### config.mk
export PLATFORM = sky130hd
export DESIGN_NAME = rlsc_top
export DESIGN_NICKNAME = d
export VERILOG_FILES = /design/src/rlsc_pkg.sv /design/src/rlsc_top.sv
export SDC_FILE = /design/constraint.sdc
export NUM_CORES = 1
export LEC_CHECK = 0
export BUFFER_PORTS_ARGS = -buffer_cell sky130_fd_sc_hd__buf_2
export CAP_MARGIN = 10
export CELL_PAD_IN_SITES_DETAIL_PLACEMENT = 0
export CELL_PAD_IN_SITES_GLOBAL_PLACEMENT = 1
export CORE_MARGIN = 3
export CORE_UTILIZATION = 45
export CTS_CLUSTER_SIZE = 8
export DETAILED_ROUTE_END_ITERATION = 8
export HOLD_SLACK_MARGIN = 0.1
export PLACE_DENSITY = 0.85
export RECOVER_POWER = 100
export SLEW_MARGIN = 0
export SYNTH_ARGS = -nofsm -noshare
export SYNTH_HDL_FRONTEND = slang
export SYNTH_SLANG_ARGS = --single-unit
### constraint.sdc
create_clock -name clk -period 7.5 [get_ports clk]
set_input_delay 1.125 -clock clk [delete_from_list [all_inputs] [get_ports clk]]
set_output_delay 1.125 -clock clk [all_outputs]
set_load 0.01 [all_outputs]
### src/rlsc_pkg.sv
package rlsc_pkg;

    // Clock and time base
    localparam int CLK_HZ = 20_000_000;
    localparam int TICK_MS = 10;
    localparam int TICK_CYCLES = CLK_HZ / 1000 * TICK_MS;
    localparam int TICKS_PER_TENTH = 10;
    localparam int TENTHS_PER_SEC = 10;

    // Register map (byte addresses)
    localparam logic [7:0] OFS_PORT1_CFG = 8'h00;
    localparam logic [7:0] OFS_PORT2_CFG = 8'h04;
    localparam logic [7:0] OFS_CTRL = 8'h08;
    localparam logic [7:0] OFS_FREQ = 8'h0C;
    localparam logic [7:0] OFS_SPEED_RUN = 8'h10;
    localparam logic [7:0] OFS_STATUS = 8'h14;

    // Limits of the settings
    localparam logic [5:0] TIMEOUT_MAX = 6'h3C;
    localparam logic [6:0] REPLY_MAX = 7'h64;
    localparam logic [9:0] ERR_TIMER_MAX = 10'h258;

    // Codes
    localparam logic [1:0] PAR_NONE2 = 2'h0;
    localparam logic [1:0] PAR_EVEN = 2'h1;
    localparam logic [1:0] PAR_ODD = 2'h2;
    localparam logic STOP_TWO = 1'h0;
    localparam logic [1:0] PROTO_MODBUS = 2'h0;
    localparam logic [1:0] PROTO_LOADER = 2'h1;
    localparam logic [1:0] ACT_TRIP = 2'h0;
    localparam logic [1:0] ACT_RUN_TIMER = 2'h1;
    localparam logic [1:0] ACT_RETRY = 2'h2;
    localparam logic [1:0] STORE_NVM = 2'h0;
    localparam logic [1:0] STORE_TEMP = 2'h1;
    localparam logic [1:0] STORE_SAVE_ALL = 2'h2;

    // Reset values
    localparam logic [31:0] PORT_CFG_RST = 32'h0000_0001;
    localparam logic [15:0] RUN_BITS_MASK_DEF = 16'h0003;

    // Per-port setting word, bit 0 upward: parity, stop, protocol, action,
    // timeout seconds, reply delay (10 ms), error timer (100 ms)
    typedef struct packed {
        logic [1:0] pad;
        logic [9:0] err_timer;
        logic [6:0] reply_delay;
        logic [5:0] timeout_seconds;
        logic [1:0] error_action;
        logic [1:0] protocol_code;
        logic stop_bits_code;
        logic [1:0] parity_code;
    } rlsc_port_cfg_t;

    // Character framing handed to the UART of a port
    typedef struct packed {
        logic parity_en;
        logic parity_odd;
        logic two_stop;
        logic loader;
    } rlsc_frame_t;

    // Events from the UART of a port
    typedef struct packed {
        logic frame_valid;
        logic request;
        logic rx_error;
        logic tx_start;
    } rlsc_port_ev_t;

    typedef enum logic [1:0] {
        RLSC_ERR_IDLE = 2'b00,
        RLSC_ERR_RUN_TIMER = 2'b01,
        RLSC_ERR_RETRY = 2'b10
    } rlsc_err_state_t;

    typedef enum logic {
        RLSC_STORE_IDLE = 1'b0,
        RLSC_STORE_SAVING = 1'b1
    } rlsc_store_state_t;

endpackage

### src/rlsc_top.sv
// How it works
// - Parity code: 0 none, 1 even, 2 odd, 3 none.
// - Modbus ignores stop setting: parity code 0 gives two stops, others one.
// - Loader protocol always frames with even parity.
// - Stop code: 0 gives two stop bits, 1 gives one.
// - Loader protocol always uses exactly one stop bit.
// - Timeout setting zero disables disconnection detection.
// - Timeout 1..60: no access for that many seconds raises a port error.
// - Reply may start only after the programmed interval following a request.
// - Protocol code: 0 Modbus, 1 loader, 2 unused.
// - Any port, fieldbus or option communication alarm triggers command clearing.
// - Clear mode 0 keeps all command data.
// - Clear mode 1 clears frequency and speed reference words.
// - Clear mode 2 clears only run bits of the run word.
// - Clear mode 3 does both clears.
// - Link parameter writes go to non-volatile (0) or temporary (1) memory.
// - Store target 2 saves all temporary data, then returns to 1.
// - Loader link mode 1 frequency, 2 run, 3 both from loader.
// - Loader link mode 0 takes commands from normal sources.
// - Loader link mode is volatile and zero after power-up.
// - Error action: 0 trip, 1 run timer then trip, 2 retry then trip, 3 run.
// - Port errors are judged only while running from that port.
`timescale 1ns/1ps
module rlsc_top
    import rlsc_pkg::*;
#(
    parameter int TICK_CYCLES_P = rlsc_pkg::TICK_CYCLES,
    parameter logic [15:0] RUN_BITS_MASK = rlsc_pkg::RUN_BITS_MASK_DEF
) (
    // Clock and reset
    input wire logic clk,
    input wire logic arst_n,
    // Register port
    input wire logic [7:0] reg_addr,
    input wire logic [31:0] reg_wdata,
    input wire logic reg_wr,
    input wire logic reg_rd,
    output logic [31:0] reg_rdata,
    // Serial ports
    input wire rlsc_pkg::rlsc_port_ev_t [1:0] port_ev,
    output rlsc_pkg::rlsc_frame_t [1:0] port_frame,
    output logic [1:0] reply_permit,
    // Drive state and other alarm sources
    input wire logic running,
    input wire logic fieldbus_alarm,
    input wire logic option_alarm,
    input wire logic alarm_reset,
    output logic port1_comm_alarm,
    output logic port2_comm_alarm,
    // Command words
    output logic [15:0] freq_reference_word,
    output logic [15:0] freq_reference_alt_word,
    output logic [15:0] speed_reference_word,
    output logic [15:0] run_command_word,
    output logic freq_from_loader,
    output logic run_from_loader,
    // Parameter storage
    input wire logic param_wr_valid,
    input wire logic save_all_done,
    output logic nvm_wr,
    output logic temp_wr,
    output logic save_all_req
);
    import rlsc_pkg::*;

    rlsc_port_cfg_t [1:0] cfg;
    logic [1:0] command_clear_mode;
    logic [1:0] parameter_store_target;
    logic [1:0] fieldbus_command_source;
    logic [1:0] loader_link_mode;
    logic [3:0] link_command_source;
    logic [31:0] next_rdata;
    logic [17:0] div_cnt;
    logic [3:0] tenth_cnt;
    logic [3:0] sec_cnt;
    logic tick10ms;
    logic tick100ms;
    logic tick1s;
    logic [6:0] idle_sec [2];
    logic [1:0] timed_out;
    logic [1:0] timed_out_q;
    logic [7:0] reply_cnt [2];
    logic [1:0] reply_pending;
    logic [10:0] err_cnt [2];
    rlsc_err_state_t err_state [2];
    logic [1:0] judging;
    logic [1:0] port_err;
    logic [1:0] trip;
    logic [1:0] alarm;
    logic any_alarm_event;
    rlsc_store_state_t store_state;

    function automatic logic wr_hit(input logic [7:0] ofs);
        return reg_wr && (reg_addr == ofs);
    endfunction

    // Clamp a stored setting to its documented maximum
    function automatic rlsc_port_cfg_t clamp_cfg(input logic [31:0] w);
        rlsc_port_cfg_t c;
        c = rlsc_port_cfg_t'(w);
        c.pad = 2'h0;
        if (c.timeout_seconds > TIMEOUT_MAX) begin
            c.timeout_seconds = TIMEOUT_MAX;
        end
        if (c.reply_delay > REPLY_MAX) begin
            c.reply_delay = REPLY_MAX;
        end
        if (c.err_timer > ERR_TIMER_MAX) begin
            c.err_timer = ERR_TIMER_MAX;
        end
        return c;
    endfunction

    // Framing decode for one port
    function automatic rlsc_frame_t frame_of(input rlsc_port_cfg_t c);
        rlsc_frame_t f;
        f.loader = (c.protocol_code == PROTO_LOADER);
        f.parity_en = (c.parity_code == PAR_EVEN) || (c.parity_code == PAR_ODD);
        f.parity_odd = (c.parity_code == PAR_ODD);
        f.two_stop = (c.stop_bits_code == STOP_TWO);
        if (c.protocol_code == PROTO_MODBUS) begin
            f.two_stop = (c.parity_code == PAR_NONE2);
        end else if (f.loader) begin
            f.parity_en = 1'b1;
            f.parity_odd = 1'b0;
            f.two_stop = 1'b0;
        end
        return f;
    endfunction

    // Settings
    always_ff @(posedge clk or negedge arst_n) begin
        if (!arst_n) begin
            cfg[0] <= rlsc_port_cfg_t'(PORT_CFG_RST);
            cfg[1] <= rlsc_port_cfg_t'(PORT_CFG_RST);
        end else begin
            if (wr_hit(OFS_PORT1_CFG)) begin
                cfg[0] <= clamp_cfg(reg_wdata);
            end
            if (wr_hit(OFS_PORT2_CFG)) begin
                cfg[1] <= clamp_cfg(reg_wdata);
            end
        end
    end

    always_ff @(posedge clk or negedge arst_n) begin
        if (!arst_n) begin
            command_clear_mode <= 2'h0;
            fieldbus_command_source <= 2'h0;
            loader_link_mode <= 2'h0;
            link_command_source <= 4'h0;
        end else if (wr_hit(OFS_CTRL)) begin
            command_clear_mode <= reg_wdata[1:0];
            fieldbus_command_source <= reg_wdata[5:4];
            loader_link_mode <= reg_wdata[7:6];
            link_command_source <= reg_wdata[11:8];
        end
    end

    // Which source feeds the drive; mode 0 leaves the normal selection alone
    always_ff @(posedge clk or negedge arst_n) begin
        if (!arst_n) begin
            freq_from_loader <= 1'b0;
            run_from_loader <= 1'b0;
        end else begin
            freq_from_loader <= loader_link_mode[0];
            run_from_loader <= loader_link_mode[1];
        end
    end

    // Parameter storage routing and save-all sequence
    always_ff @(posedge clk or negedge arst_n) begin
        if (!arst_n) begin
            parameter_store_target <= STORE_NVM;
            store_state <= RLSC_STORE_IDLE;
            save_all_req <= 1'b0;
        end else begin
            unique case (store_state)
                RLSC_STORE_IDLE: begin
                    if (wr_hit(OFS_CTRL) && reg_wdata[3:2] == STORE_SAVE_ALL) begin
                        parameter_store_target <= STORE_SAVE_ALL;
                        store_state <= RLSC_STORE_SAVING;
                        save_all_req <= 1'b1;
                    end else if (wr_hit(OFS_CTRL) && reg_wdata[3:2] != 2'h3) begin
                        parameter_store_target <= reg_wdata[3:2];
                    end
                end
                RLSC_STORE_SAVING: begin
                    save_all_req <= 1'b0;
                    if (save_all_done) begin
                        parameter_store_target <= STORE_TEMP;
                        store_state <= RLSC_STORE_IDLE;
                    end
                end
            endcase
        end
    end

    // While a save-all runs, new writes still land in temporary memory
    always_ff @(posedge clk or negedge arst_n) begin
        if (!arst_n) begin
            nvm_wr <= 1'b0;
            temp_wr <= 1'b0;
        end else begin
            nvm_wr <= param_wr_valid && (parameter_store_target == STORE_NVM);
            temp_wr <= param_wr_valid && (parameter_store_target != STORE_NVM);
        end
    end

    // Time base: 10 ms, 100 ms and 1 s enables
    always_ff @(posedge clk or negedge arst_n) begin
        if (!arst_n) begin
            div_cnt <= 18'h0;
            tenth_cnt <= 4'h0;
            sec_cnt <= 4'h0;
            tick10ms <= 1'b0;
            tick100ms <= 1'b0;
            tick1s <= 1'b0;
        end else begin
            tick10ms <= 1'b0;
            tick100ms <= 1'b0;
            tick1s <= 1'b0;
            if (div_cnt == 18'(TICK_CYCLES_P - 1)) begin
                div_cnt <= 18'h0;
                tick10ms <= 1'b1;
                if (tenth_cnt == 4'(TICKS_PER_TENTH - 1)) begin
                    tenth_cnt <= 4'h0;
                    tick100ms <= 1'b1;
                    if (sec_cnt == 4'(TENTHS_PER_SEC - 1)) begin
                        sec_cnt <= 4'h0;
                        tick1s <= 1'b1;
                    end else begin
                        sec_cnt <= sec_cnt + 4'h1;
                    end
                end else begin
                    tenth_cnt <= tenth_cnt + 4'h1;
                end
            end else begin
                div_cnt <= div_cnt + 18'h1;
            end
        end
    end

    // Framing follows settings
    always_ff @(posedge clk or negedge arst_n) begin
        if (!arst_n) begin
            port_frame <= '0;
        end else begin
            for (int i = 0; i < 2; i++) begin
                port_frame[i] <= frame_of(cfg[i]);
            end
        end
    end

    // No-access supervision; one extra second absorbs the free-running tick phase
    always_ff @(posedge clk or negedge arst_n) begin
        if (!arst_n) begin
            idle_sec <= '{7'h0, 7'h0};
            timed_out <= 2'b00;
            timed_out_q <= 2'b00;
        end else begin
            timed_out_q <= timed_out;
            for (int i = 0; i < 2; i++) begin
                if (port_ev[i].frame_valid || cfg[i].timeout_seconds == 6'h0) begin
                    idle_sec[i] <= 7'h0;
                    timed_out[i] <= 1'b0;
                end else if (tick1s && idle_sec[i] != 7'h7F) begin
                    idle_sec[i] <= idle_sec[i] + 7'h1;
                end
                if (cfg[i].timeout_seconds != 6'h0 &&
                    idle_sec[i] > {1'b0, cfg[i].timeout_seconds}) begin
                    timed_out[i] <= 1'b1;
                end
            end
        end
    end

    // Reply gate; the host still sees extra processing time on top
    always_ff @(posedge clk or negedge arst_n) begin
        if (!arst_n) begin
            reply_cnt <= '{8'h0, 8'h0};
            reply_pending <= 2'b00;
            reply_permit <= 2'b00;
        end else begin
            for (int i = 0; i < 2; i++) begin
                if (port_ev[i].request) begin
                    reply_cnt[i] <= {1'b0, cfg[i].reply_delay} +
                        {7'h0, cfg[i].reply_delay != 7'h0};
                    reply_pending[i] <= 1'b1;
                    reply_permit[i] <= 1'b0;
                end else if (port_ev[i].tx_start) begin
                    reply_pending[i] <= 1'b0;
                    reply_permit[i] <= 1'b0;
                end else if (reply_pending[i]) begin
                    if (reply_cnt[i] == 8'h0) begin
                        reply_permit[i] <= 1'b1;
                    end else if (tick10ms) begin
                        reply_cnt[i] <= reply_cnt[i] - 8'h1;
                    end
                end
            end
        end
    end

    // Port error detection, gated by run state and command source
    always_comb begin
        for (int i = 0; i < 2; i++) begin
            judging[i] = running && (link_command_source[2*i] || link_command_source[2*i+1]);
            port_err[i] = judging[i] && (port_ev[i].rx_error || (timed_out[i] && !timed_out_q[i]));
            trip[i] = 1'b0;
            unique case (err_state[i])
                RLSC_ERR_IDLE: trip[i] = port_err[i] && cfg[i].error_action == ACT_TRIP;
                RLSC_ERR_RUN_TIMER,
                RLSC_ERR_RETRY: trip[i] = judging[i] && err_cnt[i] == 11'h0;
                default: trip[i] = 1'b0;
            endcase
        end
    end

    always_ff @(posedge clk or negedge arst_n) begin
        if (!arst_n) begin
            err_state <= '{RLSC_ERR_IDLE, RLSC_ERR_IDLE};
            err_cnt <= '{11'h0, 11'h0};
        end else begin
            for (int i = 0; i < 2; i++) begin
                unique case (err_state[i])
                    RLSC_ERR_IDLE: begin
                        err_cnt[i] <= {1'b0, cfg[i].err_timer} +
                            {10'h0, cfg[i].err_timer != 10'h0};
                        if (port_err[i] && cfg[i].error_action == ACT_RUN_TIMER) begin
                            err_state[i] <= RLSC_ERR_RUN_TIMER;
                        end else if (port_err[i] && cfg[i].error_action == ACT_RETRY) begin
                            err_state[i] <= RLSC_ERR_RETRY;
                        end
                    end
                    RLSC_ERR_RUN_TIMER,
                    RLSC_ERR_RETRY: begin
                        if (!judging[i] || trip[i]) begin
                            err_state[i] <= RLSC_ERR_IDLE;
                        end else if (err_state[i] == RLSC_ERR_RETRY && port_ev[i].frame_valid) begin
                            err_state[i] <= RLSC_ERR_IDLE;
                        end else if (tick100ms) begin
                            err_cnt[i] <= err_cnt[i] - 11'h1;
                        end
                    end
                    default: err_state[i] <= RLSC_ERR_IDLE;
                endcase
            end
        end
    end

    // Alarm latches; a new trip beats a reset in the same cycle
    always_ff @(posedge clk or negedge arst_n) begin
        if (!arst_n) begin
            alarm <= 2'b00;
        end else begin
            for (int i = 0; i < 2; i++) begin
                if (trip[i]) begin
                    alarm[i] <= 1'b1;
                end else if (alarm_reset) begin
                    alarm[i] <= 1'b0;
                end
            end
        end
    end

    always_ff @(posedge clk or negedge arst_n) begin
        if (!arst_n) begin
            port1_comm_alarm <= 1'b0;
            port2_comm_alarm <= 1'b0;
        end else begin
            port1_comm_alarm <= alarm[0] || trip[0];
            port2_comm_alarm <= alarm[1] || trip[1];
        end
    end

    assign any_alarm_event = (trip != 2'b00) || fieldbus_alarm || option_alarm;

    // Command words; an alarm clear wins over a same-cycle write for safety
    always_ff @(posedge clk or negedge arst_n) begin
        if (!arst_n) begin
            freq_reference_word <= 16'h0;
            freq_reference_alt_word <= 16'h0;
            speed_reference_word <= 16'h0;
            run_command_word <= 16'h0;
        end else begin
            if (any_alarm_event && command_clear_mode[0]) begin
                freq_reference_word <= 16'h0;
                freq_reference_alt_word <= 16'h0;
                speed_reference_word <= 16'h0;
            end else if (wr_hit(OFS_FREQ)) begin
                freq_reference_word <= reg_wdata[15:0];
                freq_reference_alt_word <= reg_wdata[31:16];
            end else if (wr_hit(OFS_SPEED_RUN)) begin
                speed_reference_word <= reg_wdata[15:0];
            end
            if (any_alarm_event && command_clear_mode[1]) begin
                if (wr_hit(OFS_SPEED_RUN)) begin
                    run_command_word <= reg_wdata[31:16] & ~RUN_BITS_MASK;
                end else begin
                    run_command_word <= run_command_word & ~RUN_BITS_MASK;
                end
            end else if (wr_hit(OFS_SPEED_RUN)) begin
                run_command_word <= reg_wdata[31:16];
            end
        end
    end

    // Read path
    always_comb begin
        next_rdata = 32'h0;
        unique case (reg_addr)
            OFS_PORT1_CFG: next_rdata = 32'(cfg[0]);
            OFS_PORT2_CFG: next_rdata = 32'(cfg[1]);
            OFS_CTRL: next_rdata = {20'h0, link_command_source, loader_link_mode,
                fieldbus_command_source, parameter_store_target, command_clear_mode};
            OFS_FREQ: next_rdata = {freq_reference_alt_word, freq_reference_word};
            OFS_SPEED_RUN: next_rdata = {run_command_word, speed_reference_word};
            OFS_STATUS: next_rdata = {23'h0, store_state == RLSC_STORE_SAVING, reply_permit,
                judging, timed_out, alarm};
            default: next_rdata = 32'h0;
        endcase
    end

    always_ff @(posedge clk or negedge arst_n) begin
        if (!arst_n) begin
            reg_rdata <= 32'h0;
        end else if (reg_rd) begin
            reg_rdata <= next_rdata;
        end else begin
            reg_rdata <= 32'h0;
        end
    end

endmodule

* Yosys cells after proc, flatten, opt, wreduce, memory -nomap -nowiden *
Cells that the tools add are included.

storage, ports and cells
  ROM bits = 0
  memories = 0
  latch bits = 0
  bits in writable memories = 0
  output and inout bits = 113
  input bits = 58
  register bits after elaboration = 279
  word-level logic and storage cells = 328

cells by class
  magnitude comparators = 5
  bitwise logic cells = 3
  muxes and demuxes = 92
  div/mod/pow operators = 0
  shifts and indexed selects = 0
  reductions and logical operators = 107
  $add $sub $neg = 13
  eq/ne operators = 44
  multiply operators = 0

operators with widths
  operator               number
  $pmux 32 s6            1
  $mux 16                10
  $mux 8                 10
  $mux 11                6
  $pmux 11 s2            2
  $reduce_bool 2->1      19
  $mux 7                 5
  $mux 32                1
  $logic_and 1x1->1      31
  $mux 1                 30
  $mux 2                 13
  $logic_not 8->1        3
  $ne 2x2->1 const B     12
  $add 10x1->11          2
  $logic_not 11->1       2
  $sub 11x1->11 const B  2
  $reduce_bool 10->1     2
  $add 18x1->18 const B  1
  $eq 18x18->1 const B   1
  $logic_not 2->1        9
  $mux 18                1
  $add 7x1->8            2
  $eq 2x1->1 const B     8
  $eq 8x4->1 const B     2
  other kinds (30)       89

* Depth between registers and ports, before layout *
Gate-level depths: netlist (run 1).

  depth after elaboration = 12
  gate-level depth with buffers = 10

* Worst setup path after synthesis (run 1) *
Ideal clock, no wire load.

  kind = input to register
  start point = input reg_addr[1]
  end point = register cfg[33] (netlist name)
  library setup time = 125 ps
  arrival time = 2915 ps
  slack = 4460 ps
  required time = 7375 ps
  stages on the path = 7
  cells stage by stage = or4_1 nor3_2 and2_1 buf_2 nand2_2 buf_1 mux2_2

on the way
  cells in the longest elaborated chain, start to end = 2

RTL lines
  what               RTL line        text
  from (decl)        rlsc_top.sv:34  input wire logic [7:0] reg_addr,
  $eq 8x3->1         rlsc_top.sv:94  return reg_wr && (reg_addr == ofs);
  $logic_and 1x1->1  rlsc_top.sv:94
  to (decl)          rlsc_top.sv:66  rlsc_port_cfg_t [1:0] cfg;

Every way passes these cells.
A chain may end at the register's enable or synchronous reset.

* Worst setup path in the final report (run 1) *
  start point = input reg_addr[1]
  end point = register cfg[51] (netlist name)

The elaborated chain is that of the path after synthesis.

==> impl_metrics.tcl, run 1 <==
set metrics [dict create \
    power.leakage_uw 0.00713 \
    fin_tns_setup_ps 0 \
    yosysUniqueCellTypes 72 \
    r2r_end "freq_reference_alt_word[5]" \
    muxShareOfSynthArea_pct 5.50 \
    die-area_sq_mm 0.0327 \
    drt-pass1-iter-count 8 \
    fp.dieW_microns 181 \
    synth_xor_xnor_area_share_pct 4.01 \
    fin_area_sq_mm 0.0158 \
    place.port_buffers 170 \
    slew_headroom_pct -35.9 \
    synth_edf_count 0 \
    viasPerCell 5.75 \
    rows 63 \
    die_y_microns 181 \
    grt_pass1_vias 10864 \
    power_density_mw_per_mm2 239 \
    syn_area_per_cell_sq_um 9.79 \
    peakVddDrop_mv 0.142 \
    critPathLaunchType "input pin" \
    coreArea_sq_mm 0.0299 \
    grt-ovfl-total 0 \
    ys_ff_latch 279 \
    max_slew.worst_pin.slew_ps 2040 \
    critPathArrivalTime_ps 5710 \
    htree_levels 2 \
    place_congestion 0.840 \
    clock_path_buffers 3 \
    drtIter0Drc 922 \
    grt_max_degree 171 \
    syn_area_sq_mm 0.0138 \
    dp_hpwl_mm 26.9 \
    layout_common_cells "dfrtp_1, nand2_1, clkbuf_1, a21oi_1, nor2_1" \
    post-place-ws_ps 3100 \
    grt_util_all_layers_pct 23.2 \
    place_area_sq_mm 0.0149 \
    via_count 11316 \
    hold_path_class "register to register" \
    drt_wl_total_mm 38.8 \
    synth_fa_ha_area_share_pct 4.00 \
    route.detailed.wl_per_inst_microns 19.7 \
    slew_violations 143 \
    regToRegStartpoint "err_state[1]" \
    timing.fmax_mhz 188 \
    synth_compound_area_share_pct 13.2 \
    syn_to_final_growth_pct 14.8 \
    rsz0062_at_grt "no" \
    grt_pass1_wl_mm 61.0 \
    drcViolationCount 0 \
    min_path_cells 0 \
    drive_gt1_share_pct 10.3 \
    fin_nets 1666 \
    cts_tree "built" \
    reg2regPathDepth 7 \
    setup_ws_ps 2180 \
    worstSetupPathType "input pin to register" \
    n_fill_cell 2749 \
    cts.reportedPaths.clkPinSlew_ps 50 \
    cts_setup_buffers 0 \
    synth_top_family_by_area "simple AND/OR/NAND/NOR gates" \
    cts_sinks 279 \
    hold_path_end "run_from_loader" \
    end_kind "register" \
    pin_count 171 \
    ant_nets 0 \
    fin_crit_sh_pct 70.9 \
    cts_hold_buf 0 \
    cts_resized 0 \
    ys.flop_type "dfrtp_1" \
    period_needed_ps 5320 \
    fin_skew_ps 10.8 \
    initial_core_util_pct 46.1 \
    grt_antenna_before_repair 2 \
    min-delay-start "loader_link_mode[1]" \
    insertion_delay_ps 520 \
    seq_area_frac_synth_pct 50.7 \
    ctsRootBufferMaster "clkbuf_16" \
    setup_viol 0 \
    layout_commonest_cell "dfrtp_1" \
    hold_viol 0 \
    ys_warn_count 0 \
    syn_nets 1509 \
    whs_ps 427 \
    regToRegSetupSlack_ps 2930 \
    path_max_fanout 46 \
    synthCells 1407 \
    failed_checks "max-capacitance violations, max-slew violations" \
    async_reset_ff_share_pct 100 \
    cts_buffers 40 \
    drv_cap 3 \
    cp_data_required_time_ps 7890 \
    status "finished, violations left" \
    synth-simple-area-share_pct 18.9 \
]
==> through the flow <==
| stage | util, % | std cells | power, uW |
|---|---|---|---|
| 4_1_cts | 53.6 | 1965 | 3810 |
| 3_5_place_dp | 50.0 | 1912 | 2200 |
| 2_1_floorplan | - | 1407 | 2010 |
| 3_3_place_gp | 50.0 | 1912 | 2190 |
| 6_report | 52.9 | 1967 | 3780 |
| 5_1_grt | 52.9 | 1967 | 3940 |
==> cells in the mapped netlist, types with 4 or more instances <==
| library cell | instances | area, sq um |
|---|---|---|
| o211ai_1 | 9 | 67.6 |
| o32ai_1 | 8 | 70.1 |
| and4_1 | 8 | 70.1 |
| or2_2 | 8 | 50.1 |
| nand3_1 | 35 | 175 |
| nand2_1 | 268 | 1010 |
| a222oi_1 | 21 | 210 |
| a22oi_1 | 10 | 75.1 |
| dfrtp_1 | 277 | 6930 |
| a21o_1 | 13 | 97.6 |
| mux4_2 | 7 | 158 |
| xor2_1 | 34 | 298 |
| nand3b_1 | 8 | 60.1 |
| inv_1 | 54 | 203 |
| or3_1 | 10 | 62.6 |
| nor4_1 | 12 | 75.1 |
| ha_1 | 44 | 551 |
| nor3_1 | 24 | 120 |
| xnor2_1 | 29 | 254 |
| nand4_1 | 18 | 113 |
| nor2_1 | 91 | 342 |
| mux2_2 | 39 | 439 |
| nand4b_1 | 5 | 43.8 |
| nor3b_1 | 8 | 60.1 |
| buf_2 | 10 | 50.1 |
| clkbuf_1 | 48 | 180 |
| a21oi_1 | 93 | 465 |
| or4_1 | 4 | 30.0 |
| a21boi_0 | 8 | 60.1 |
| mux2i_1 | 16 | 160 |
| o21ai_0 | 70 | 350 |
| buf_1 | 4 | 15.0 |
| and3_1 | 15 | 93.8 |
| o21a_1 | 9 | 67.6 |
| and2_1 | 4 | 25.0 |
| nor2b_1 | 18 | 113 |
==> registers in the layout, indices dropped and copies added, names as in the netlist, 8 cells and up <==
register                 count
idle_sec                    14
reg_rdata                   32
freq_reference_alt_word     16
div_cnt                     18
run_command_word            16
speed_reference_word        16
port_frame                   8
err_cnt                     22
freq_reference_word         16
reply_cnt                   16
cfg                         60
==> power by group <==
group          switching (uW)  internal (uW)  total [uW]
clock network             630            977        1610
registers                96.6           1590        1690
logic                     298            185         482
total                    1020           2750        3780
==> worst max-delay path by stage <==
stage                           start                           to  slack (ps)  cells past startpoint
after floorplan           reg_addr[1]                      cfg[33]        4460                      7
after global placement    reg_addr[1]   freq_reference_alt_word[1]        3130                      9
after detailed placement  reg_addr[1]  freq_reference_alt_word[11]        3100                      9
after CTS                 reg_addr[1]   freq_reference_alt_word[5]        3590                      9
after global routing      reg_addr[1]                      cfg[51]        1990                      7
final                     reg_addr[1]                      cfg[51]        2180                      7
==> worst max-delay path, cell delays in order <==
cell and delay [ps]:
buf_2 100, or4_1 570, nor3_1 180, clkbuf_1 600
and2_0 1040, nand2_1 1390, mux2_2 690
==> logic make-up (layout without fill, tap and decap cells) <==
kind of cell | Yosys count | after routing
other | 0 | 2
muxes | 62 | 62
buffers and inverters | 123 | 291
xor gates and xnor gates | 63 | 63
and+or+nand+nor | 555 | 555
DFF | 279 | 279
AOI/OAI and AO/OA | 281 | 281
adders and majority gates | 44 | 44
==> routing by layer <==
layer	global-route usage (%)	wire length, microns	vias up
li1	-	-	5246
met1	32.7	17000	5578
met2	36.6	17900	425
met3	4.57	2870	67
met5	0	0	-
met4	6.73	924	0
==> final cells by class <==
| class | count | area (sq um) | share of cell area [%] |
|---|---|---|---|
| antenna | 2 | 5.00 | 0.0316 |
| multi-input combinational | 1005 | 6260 | 39.6 |
| clock buffer | 51 | 1060 | 6.72 |
| tap | 390 | 488 | 3.09 |
| clock inverter | 2 | 17.5 | 0.111 |
| inverter | 56 | 210 | 1.33 |
| sequential | 279 | 6980 | 44.2 |
| timing repair buffer | 182 | 785 | 4.96 |
(Power assumes the default switching activity.)
==> inputs of run 2 (changes only) <==
--- a/config.mk
+++ b/config.mk
@@ -10,11 +10,11 @@
 export CELL_PAD_IN_SITES_DETAIL_PLACEMENT = 0
 export CELL_PAD_IN_SITES_GLOBAL_PLACEMENT = 1
 export CORE_MARGIN = 3
-export CORE_UTILIZATION = 45
+export CORE_UTILIZATION = 41
 export CTS_CLUSTER_SIZE = 8
 export DETAILED_ROUTE_END_ITERATION = 8
 export HOLD_SLACK_MARGIN = 0.1
-export PLACE_DENSITY = 0.85
+export PLACE_DENSITY = 0.81
 export RECOVER_POWER = 100
 export SLEW_MARGIN = 0
 export SYNTH_ARGS = -nofsm -noshare
==> constraint.sdc (replaced) <==
create_clock -name clk -period 4.33 [get_ports clk]
set_input_delay 0.6495 -clock clk [delete_from_list [all_inputs] [get_ports clk]]
set_output_delay 0.6495 -clock clk [all_outputs]
set_load 0.01 [all_outputs]
==> impl_metrics.tcl, run 2 (synthesis results as in run 1) <==
set metrics [dict create \
    status "finished, violations left" \
    die_y_microns 189 \
    ctsRootBufferMaster "clkbuf_16" \
    die-area_sq_mm 0.0358 \
    cp_top_family "buffers and inverters" \
    place.port_buffers 170 \
    rows 66 \
    grt_max_degree 120 \
    drcViolationCount 0 \
    fp.dieW_microns 189 \
    worst-path-buf-inv 2 \
    viasPerCell 5.55 \
    regMostFlops "cfg" \
    path_max_fanout 33 \
    layout_common_cells "dfrtp_1, nand2_1, clkbuf_1, a21oi_1, nor2_1" \
    grt-ovfl-total 0 \
    hold_path_class "input pin to register" \
    slew_violations 200 \
    path_cells "clkbuf_1 > or4_1 > nor2_1 > and3_1 > clkbuf_1 > a222oi_1 > a21oi_1" \
    regToRegSetupSlack_ps 810 \
    worstSetupPathType "input pin to register" \
    hold_viol 0 \
    drt-pass1-iter-count 6 \
    setup_viol 0 \
    dp_hpwl_mm 27.6 \
    grt_antenna_before_repair 3 \
    period_needed_ps 3620 \
    cts_hold_buf 0 \
    cts.reportedPaths.clkPinSlew_ps 50 \
    cts_buffers 40 \
    cts_setup_buffers 0 \
    peakVddDrop_mv 0.248 \
    critPathMostFrequentCell "clkbuf_1" \
    cts_sinks 279 \
    initial_core_util_pct 42.0 \
    slew_headroom_pct -108 \
    reg.largest.list "cfg: 60 flops, reg_rdata: 32 flops, err_cnt: 22 flops" \
    pin_count 171 \
    cpMaxStageDelayCell "clkbuf_1" \
    grt_pass1_wl_mm 62.5 \
    layout_commonest_cell "dfrtp_1" \
    max_slew.worst_pin.slew_ps 3120 \
    grt_pass1_vias 10967 \
    insertion_delay_ps 520 \
    ant_nets 0 \
    crit_path_max_incr_delay_ps 1410 \
    drtIter0Drc 918 \
    route.detailed.wl_per_inst_microns 19.5 \
    final_cells 2025 \
    drt_wl_total_mm 39.5 \
    dpl.cell_count 1975 \
    timing.fmax_mhz 276 \
    critPathLaunchType "input pin" \
    power_uw 6520 \
    cp_data_required_time_ps 4690 \
    drive_gt1_share_pct 11.2 \
    cts_resized 0 \
    fin_skew_ps 20.0 \
    largest_register_ff_count 60 \
    finish.utilization_pct 48.6 \
    syn_to_final_growth_pct 15.7 \
    failed_checks "max-capacitance violations, max-slew violations" \
    via_count 11233 \
    coreArea_sq_mm 0.0328 \
    cts_tree "built" \
    fin_tns_setup_ps 0 \
    fin_nets 1677 \
    power_density_mw_per_mm2 409 \
    fin_crit_sh_pct 83.6 \
    htree_levels 2 \
    critPathArrivalTime_ps 3980 \
    end_kind "register" \
    place_congestion 0.883 \
    rsz0062_at_grt "no" \
    clock_path_buffers 3 \
    power.leakage_uw 0.00719 \
    drv_cap 3 \
    grt_util_all_layers_pct 21.9 \
]
## run 2: where the power goes
part	switching [uW]	internal (uW)	total [uW]
Sequential	164	2750	2920
Combinational	520	320	840
Clock	1090	1680	2760
## run 2: area by class of cell
cell class / instances / area, sq um
Antenna cell: 1 / 2.50
Clock buffer: 49 / 1060
Fill cell: 3110 / 16900
Inverter: 56 / 210
Multi-Input combinational cell: 1005 / 6270
Sequential cell: 279 / 6980
Tap cell: 442 / 553
Timing Repair Buffer: 193 / 858
## run 2: worst register-to-register path, delay by kind of cell (launching register included)
| family | cells | cell delay (ps) |
|---|---|---|
| flops | 1 | 410 |
| fa+ha+maj | 1 | 630 |
| simple gates | 1 | 520 |
| buf+inv | 1 | 70 |
| compound gates | 4 | 1710 |
## run 2: worst paths after layout
check | start | end | cells past startpoint
worst max-delay path | reg_addr[0] | reg_rdata[12] | 7
worst min-delay path | port_ev[4] | reply_permit[1] | 2
worst max register to register | err_state[1] | freq_reference_alt_word[1] | 7
worst min register to register | loader_link_mode[1] | run_from_loader | 0
max in group asynchronous | arst_n | cfg[34] | 2
min in group asynchronous | arst_n | timed_out[1] | 1
## run 2: metrics by stage
stage          hold WS (ps)  instance area (sq um)  setup slack, ps
5_1_grt                 338                  15900              404
6_report                325                  15900              709
2_1_floorplan           354                  13800             1770
3_5_place_dp            412                  15100              913
4_1_cts                 284                  16100             1030
3_3_place_gp            410                  15100              937
## run 2: layer usage
| layer | track usage [%] | part of all wire [%] |
|---|---|---|
| met5 | 0.275 | 0.040 |
| met4 | 7.88 | 3.5 |
| met3 | 4.24 | 7.4 |
| met2 | 34.0 | 45 |
| met1 | 30.6 | 44 |
==> inputs of run 3 (changes only) <==
==> constraint.sdc (replaced) <==
create_clock -name clk -period 3 [get_ports clk]
set_input_delay 0.45 -clock clk [delete_from_list [all_inputs] [get_ports clk]]
set_output_delay 0.45 -clock clk [all_outputs]
set_load 0.01 [all_outputs]
==> impl_metrics.tcl, run 3 (synthesis results as in run 1) <==
set metrics [dict create \
    fp.dieW_microns 189 \
    fin_crit_sh_pct 94.4 \
    rows 66 \
    grt_antenna_before_repair 2 \
    cts_tree "built" \
    drtIter0Drc 947 \
    slew_violations 0 \
    die-area_sq_mm 0.0358 \
    cts_setup_buffers 0 \
    crit_path_max_incr_delay_ps 570 \
    regMostFlops "cfg" \
    status "finished, final reports clean" \
    path_max_fanout 22 \
    die_y_microns 189 \
    viasPerCell 5.54 \
    place.port_buffers 170 \
    fin_area_sq_mm 0.0161 \
    reg2regPathDepth 8 \
    critPathArrivalTime_ps 3200 \
    cp_data_required_time_ps 3370 \
    met1_usage_pct 30.7 \
    grt_pass1_vias 11206 \
    layout_common_cells "dfrtp_1, nand2_1, clkbuf_1, a21oi_1, nor2_1" \
    fin_skew_ps 23.6 \
    grt_pass1_wl_mm 63.3 \
    fin_tns_setup_ps 0 \
    top_usage_layer "met2" \
    path_cells "inv_1 > ha_1 > or4b_2 > or4_1 > a21oi_4 > o41a_2 > clkbuf_4 > a21oi_1" \
    timing.fmax_mhz 353 \
    met2_usage_pct 35.0 \
    min_path_cells 2 \
    grt-ovfl-total 0 \
    n_fill_cell 3141 \
    drive_gt1_share_pct 11.9 \
    syn_to_final_growth_pct 17.0 \
    htree_levels 2 \
    dp_hpwl_mm 28.2 \
    ctsRootBufferMaster "clkbuf_16" \
    end_kind "register" \
    pin_count 171 \
    insertion_delay_ps 520 \
    initial_core_util_pct 42.0 \
    max_slew.worst_pin.slew_ps 1430 \
    largest_register_ff_count 60 \
    layout_commonest_cell "dfrtp_1" \
    coreArea_sq_mm 0.0328 \
    grt_use_met3_pct 4.50 \
    worstSetupPathType "register to register" \
    hold_path_class "input pin to register" \
    rsz0062_at_grt "no" \
    setup_viol 0 \
    clock_path_buffers 3 \
    peakVddDrop_mv 0.383 \
    hold_viol 0 \
    power_density_mw_per_mm2 590 \
    ant_nets 0 \
    grt_util_all_layers_pct 22.3 \
    place_congestion 0.867 \
    cts_buffers 40 \
    cpMaxStageDelayCell "or4b_2" \
    place_area_sq_mm 0.0153 \
    slew_headroom_pct 4.57 \
    drt_wl_total_mm 40.0 \
    reg.largest.list "cfg: 60 flops, reg_rdata: 32 flops, err_cnt: 22 flops" \
    critPathLaunchType "register" \
    drt-pass1-iter-count 7 \
    route.detailed.wl_per_inst_microns 19.6 \
    via_count 11305 \
    drcViolationCount 0 \
    power.leakage_uw 0.00728 \
    regToRegSetupSlack_ps 170 \
    period_needed_ps 2830 \
    drv_cap 0 \
    grt_max_degree 98 \
    fin_nets 1691 \
    cts_sinks 279 \
    cts.reportedPaths.clkPinSlew_ps 60 \
]
-- run 3: cell count changes in the layout (fill, tap and decap cells not counted), moves of 2 or more --
cell | previous run | this run
clkbuf_1 | 130 | 135
buf_12 | 1 | 4
buf_6 | 0 | 2
clkbuf_2 | 3 | 5
clkbuf_4 | 0 | 2
-- run 3: cell type report --
| cell class | count | area [sq um] | share of cell area [%] |
|---|---|---|---|
| clock buffer | 51 | 1080 | 6.73 |
| sequential | 279 | 6980 | 43.3 |
| timing repair buffer | 207 | 991 | 6.15 |
| inverter | 56 | 210 | 1.30 |
| tap | 442 | 553 | 3.43 |
| clock inverter | 1 | 16.3 | 0.101 |
| multi-input combinational | 1005 | 6280 | 38.9 |
| antenna | 1 | 2.50 | 0.0155 |
-- run 3: final timing paths --
check                                    startpoint                     endpoint
worst max-delay path                     err_cnt[0]  freq_reference_alt_word[14]
worst min-delay path                     port_ev[4]              reply_permit[1]
worst max register to register           err_cnt[0]  freq_reference_alt_word[14]
worst min register to register  loader_link_mode[0]             freq_from_loader
max in group asynchronous                    arst_n                 reply_cnt[1]
min in group asynchronous                    arst_n                reg_rdata[12]
-- run 3: stage by stage --
step	hold WS, ps	util, %	power, uW	setup slack (ps)	std cells
global route	126	49.2	9960	40.5	2042
floorplan	154	-	5010	551	1407
CTS	101	50.0	9630	242	2041
detailed placement	316	46.7	5520	283	1988
global placement	314	46.7	5490	305	1988
finish	112	49.2	9510	169	2042
-- run 3: timing repair --
item,CTS,global route
resized for setup,0,0
hold buffers,1,0
endpoints found under the hold margin,19,0
-- run 3: report_power, final --
group | internal (uW) | switching [uW]
clock | 2490 | 1590
combinational | 471 | 755
sequential | 3970 | 232
total | 6930 | 2580
-- run 3: per-layer routing --
| metal | vias to the layer above | wire length (microns) | share of wire (%) |
|---|---|---|---|
| li1 | 5291 | - | - |
| met1 | 5512 | 17500 | 44 |
| met2 | 418 | 18200 | 45 |
| met3 | 82 | 2860 | 7.2 |
| met4 | 2 | 1430 | 3.6 |
| met5 | - | 14 | 0.035 |
-- run 3: critical path: cells and delay by family, from the launching register on --
| kind | cells | cell delay [ps] |
|---|---|---|
| simple gates | 2 | 1040 |
| buf+inv | 2 | 490 |
| flops | 1 | 380 |
| compound gates | 3 | 630 |
| fa+ha+maj | 1 | 140 |
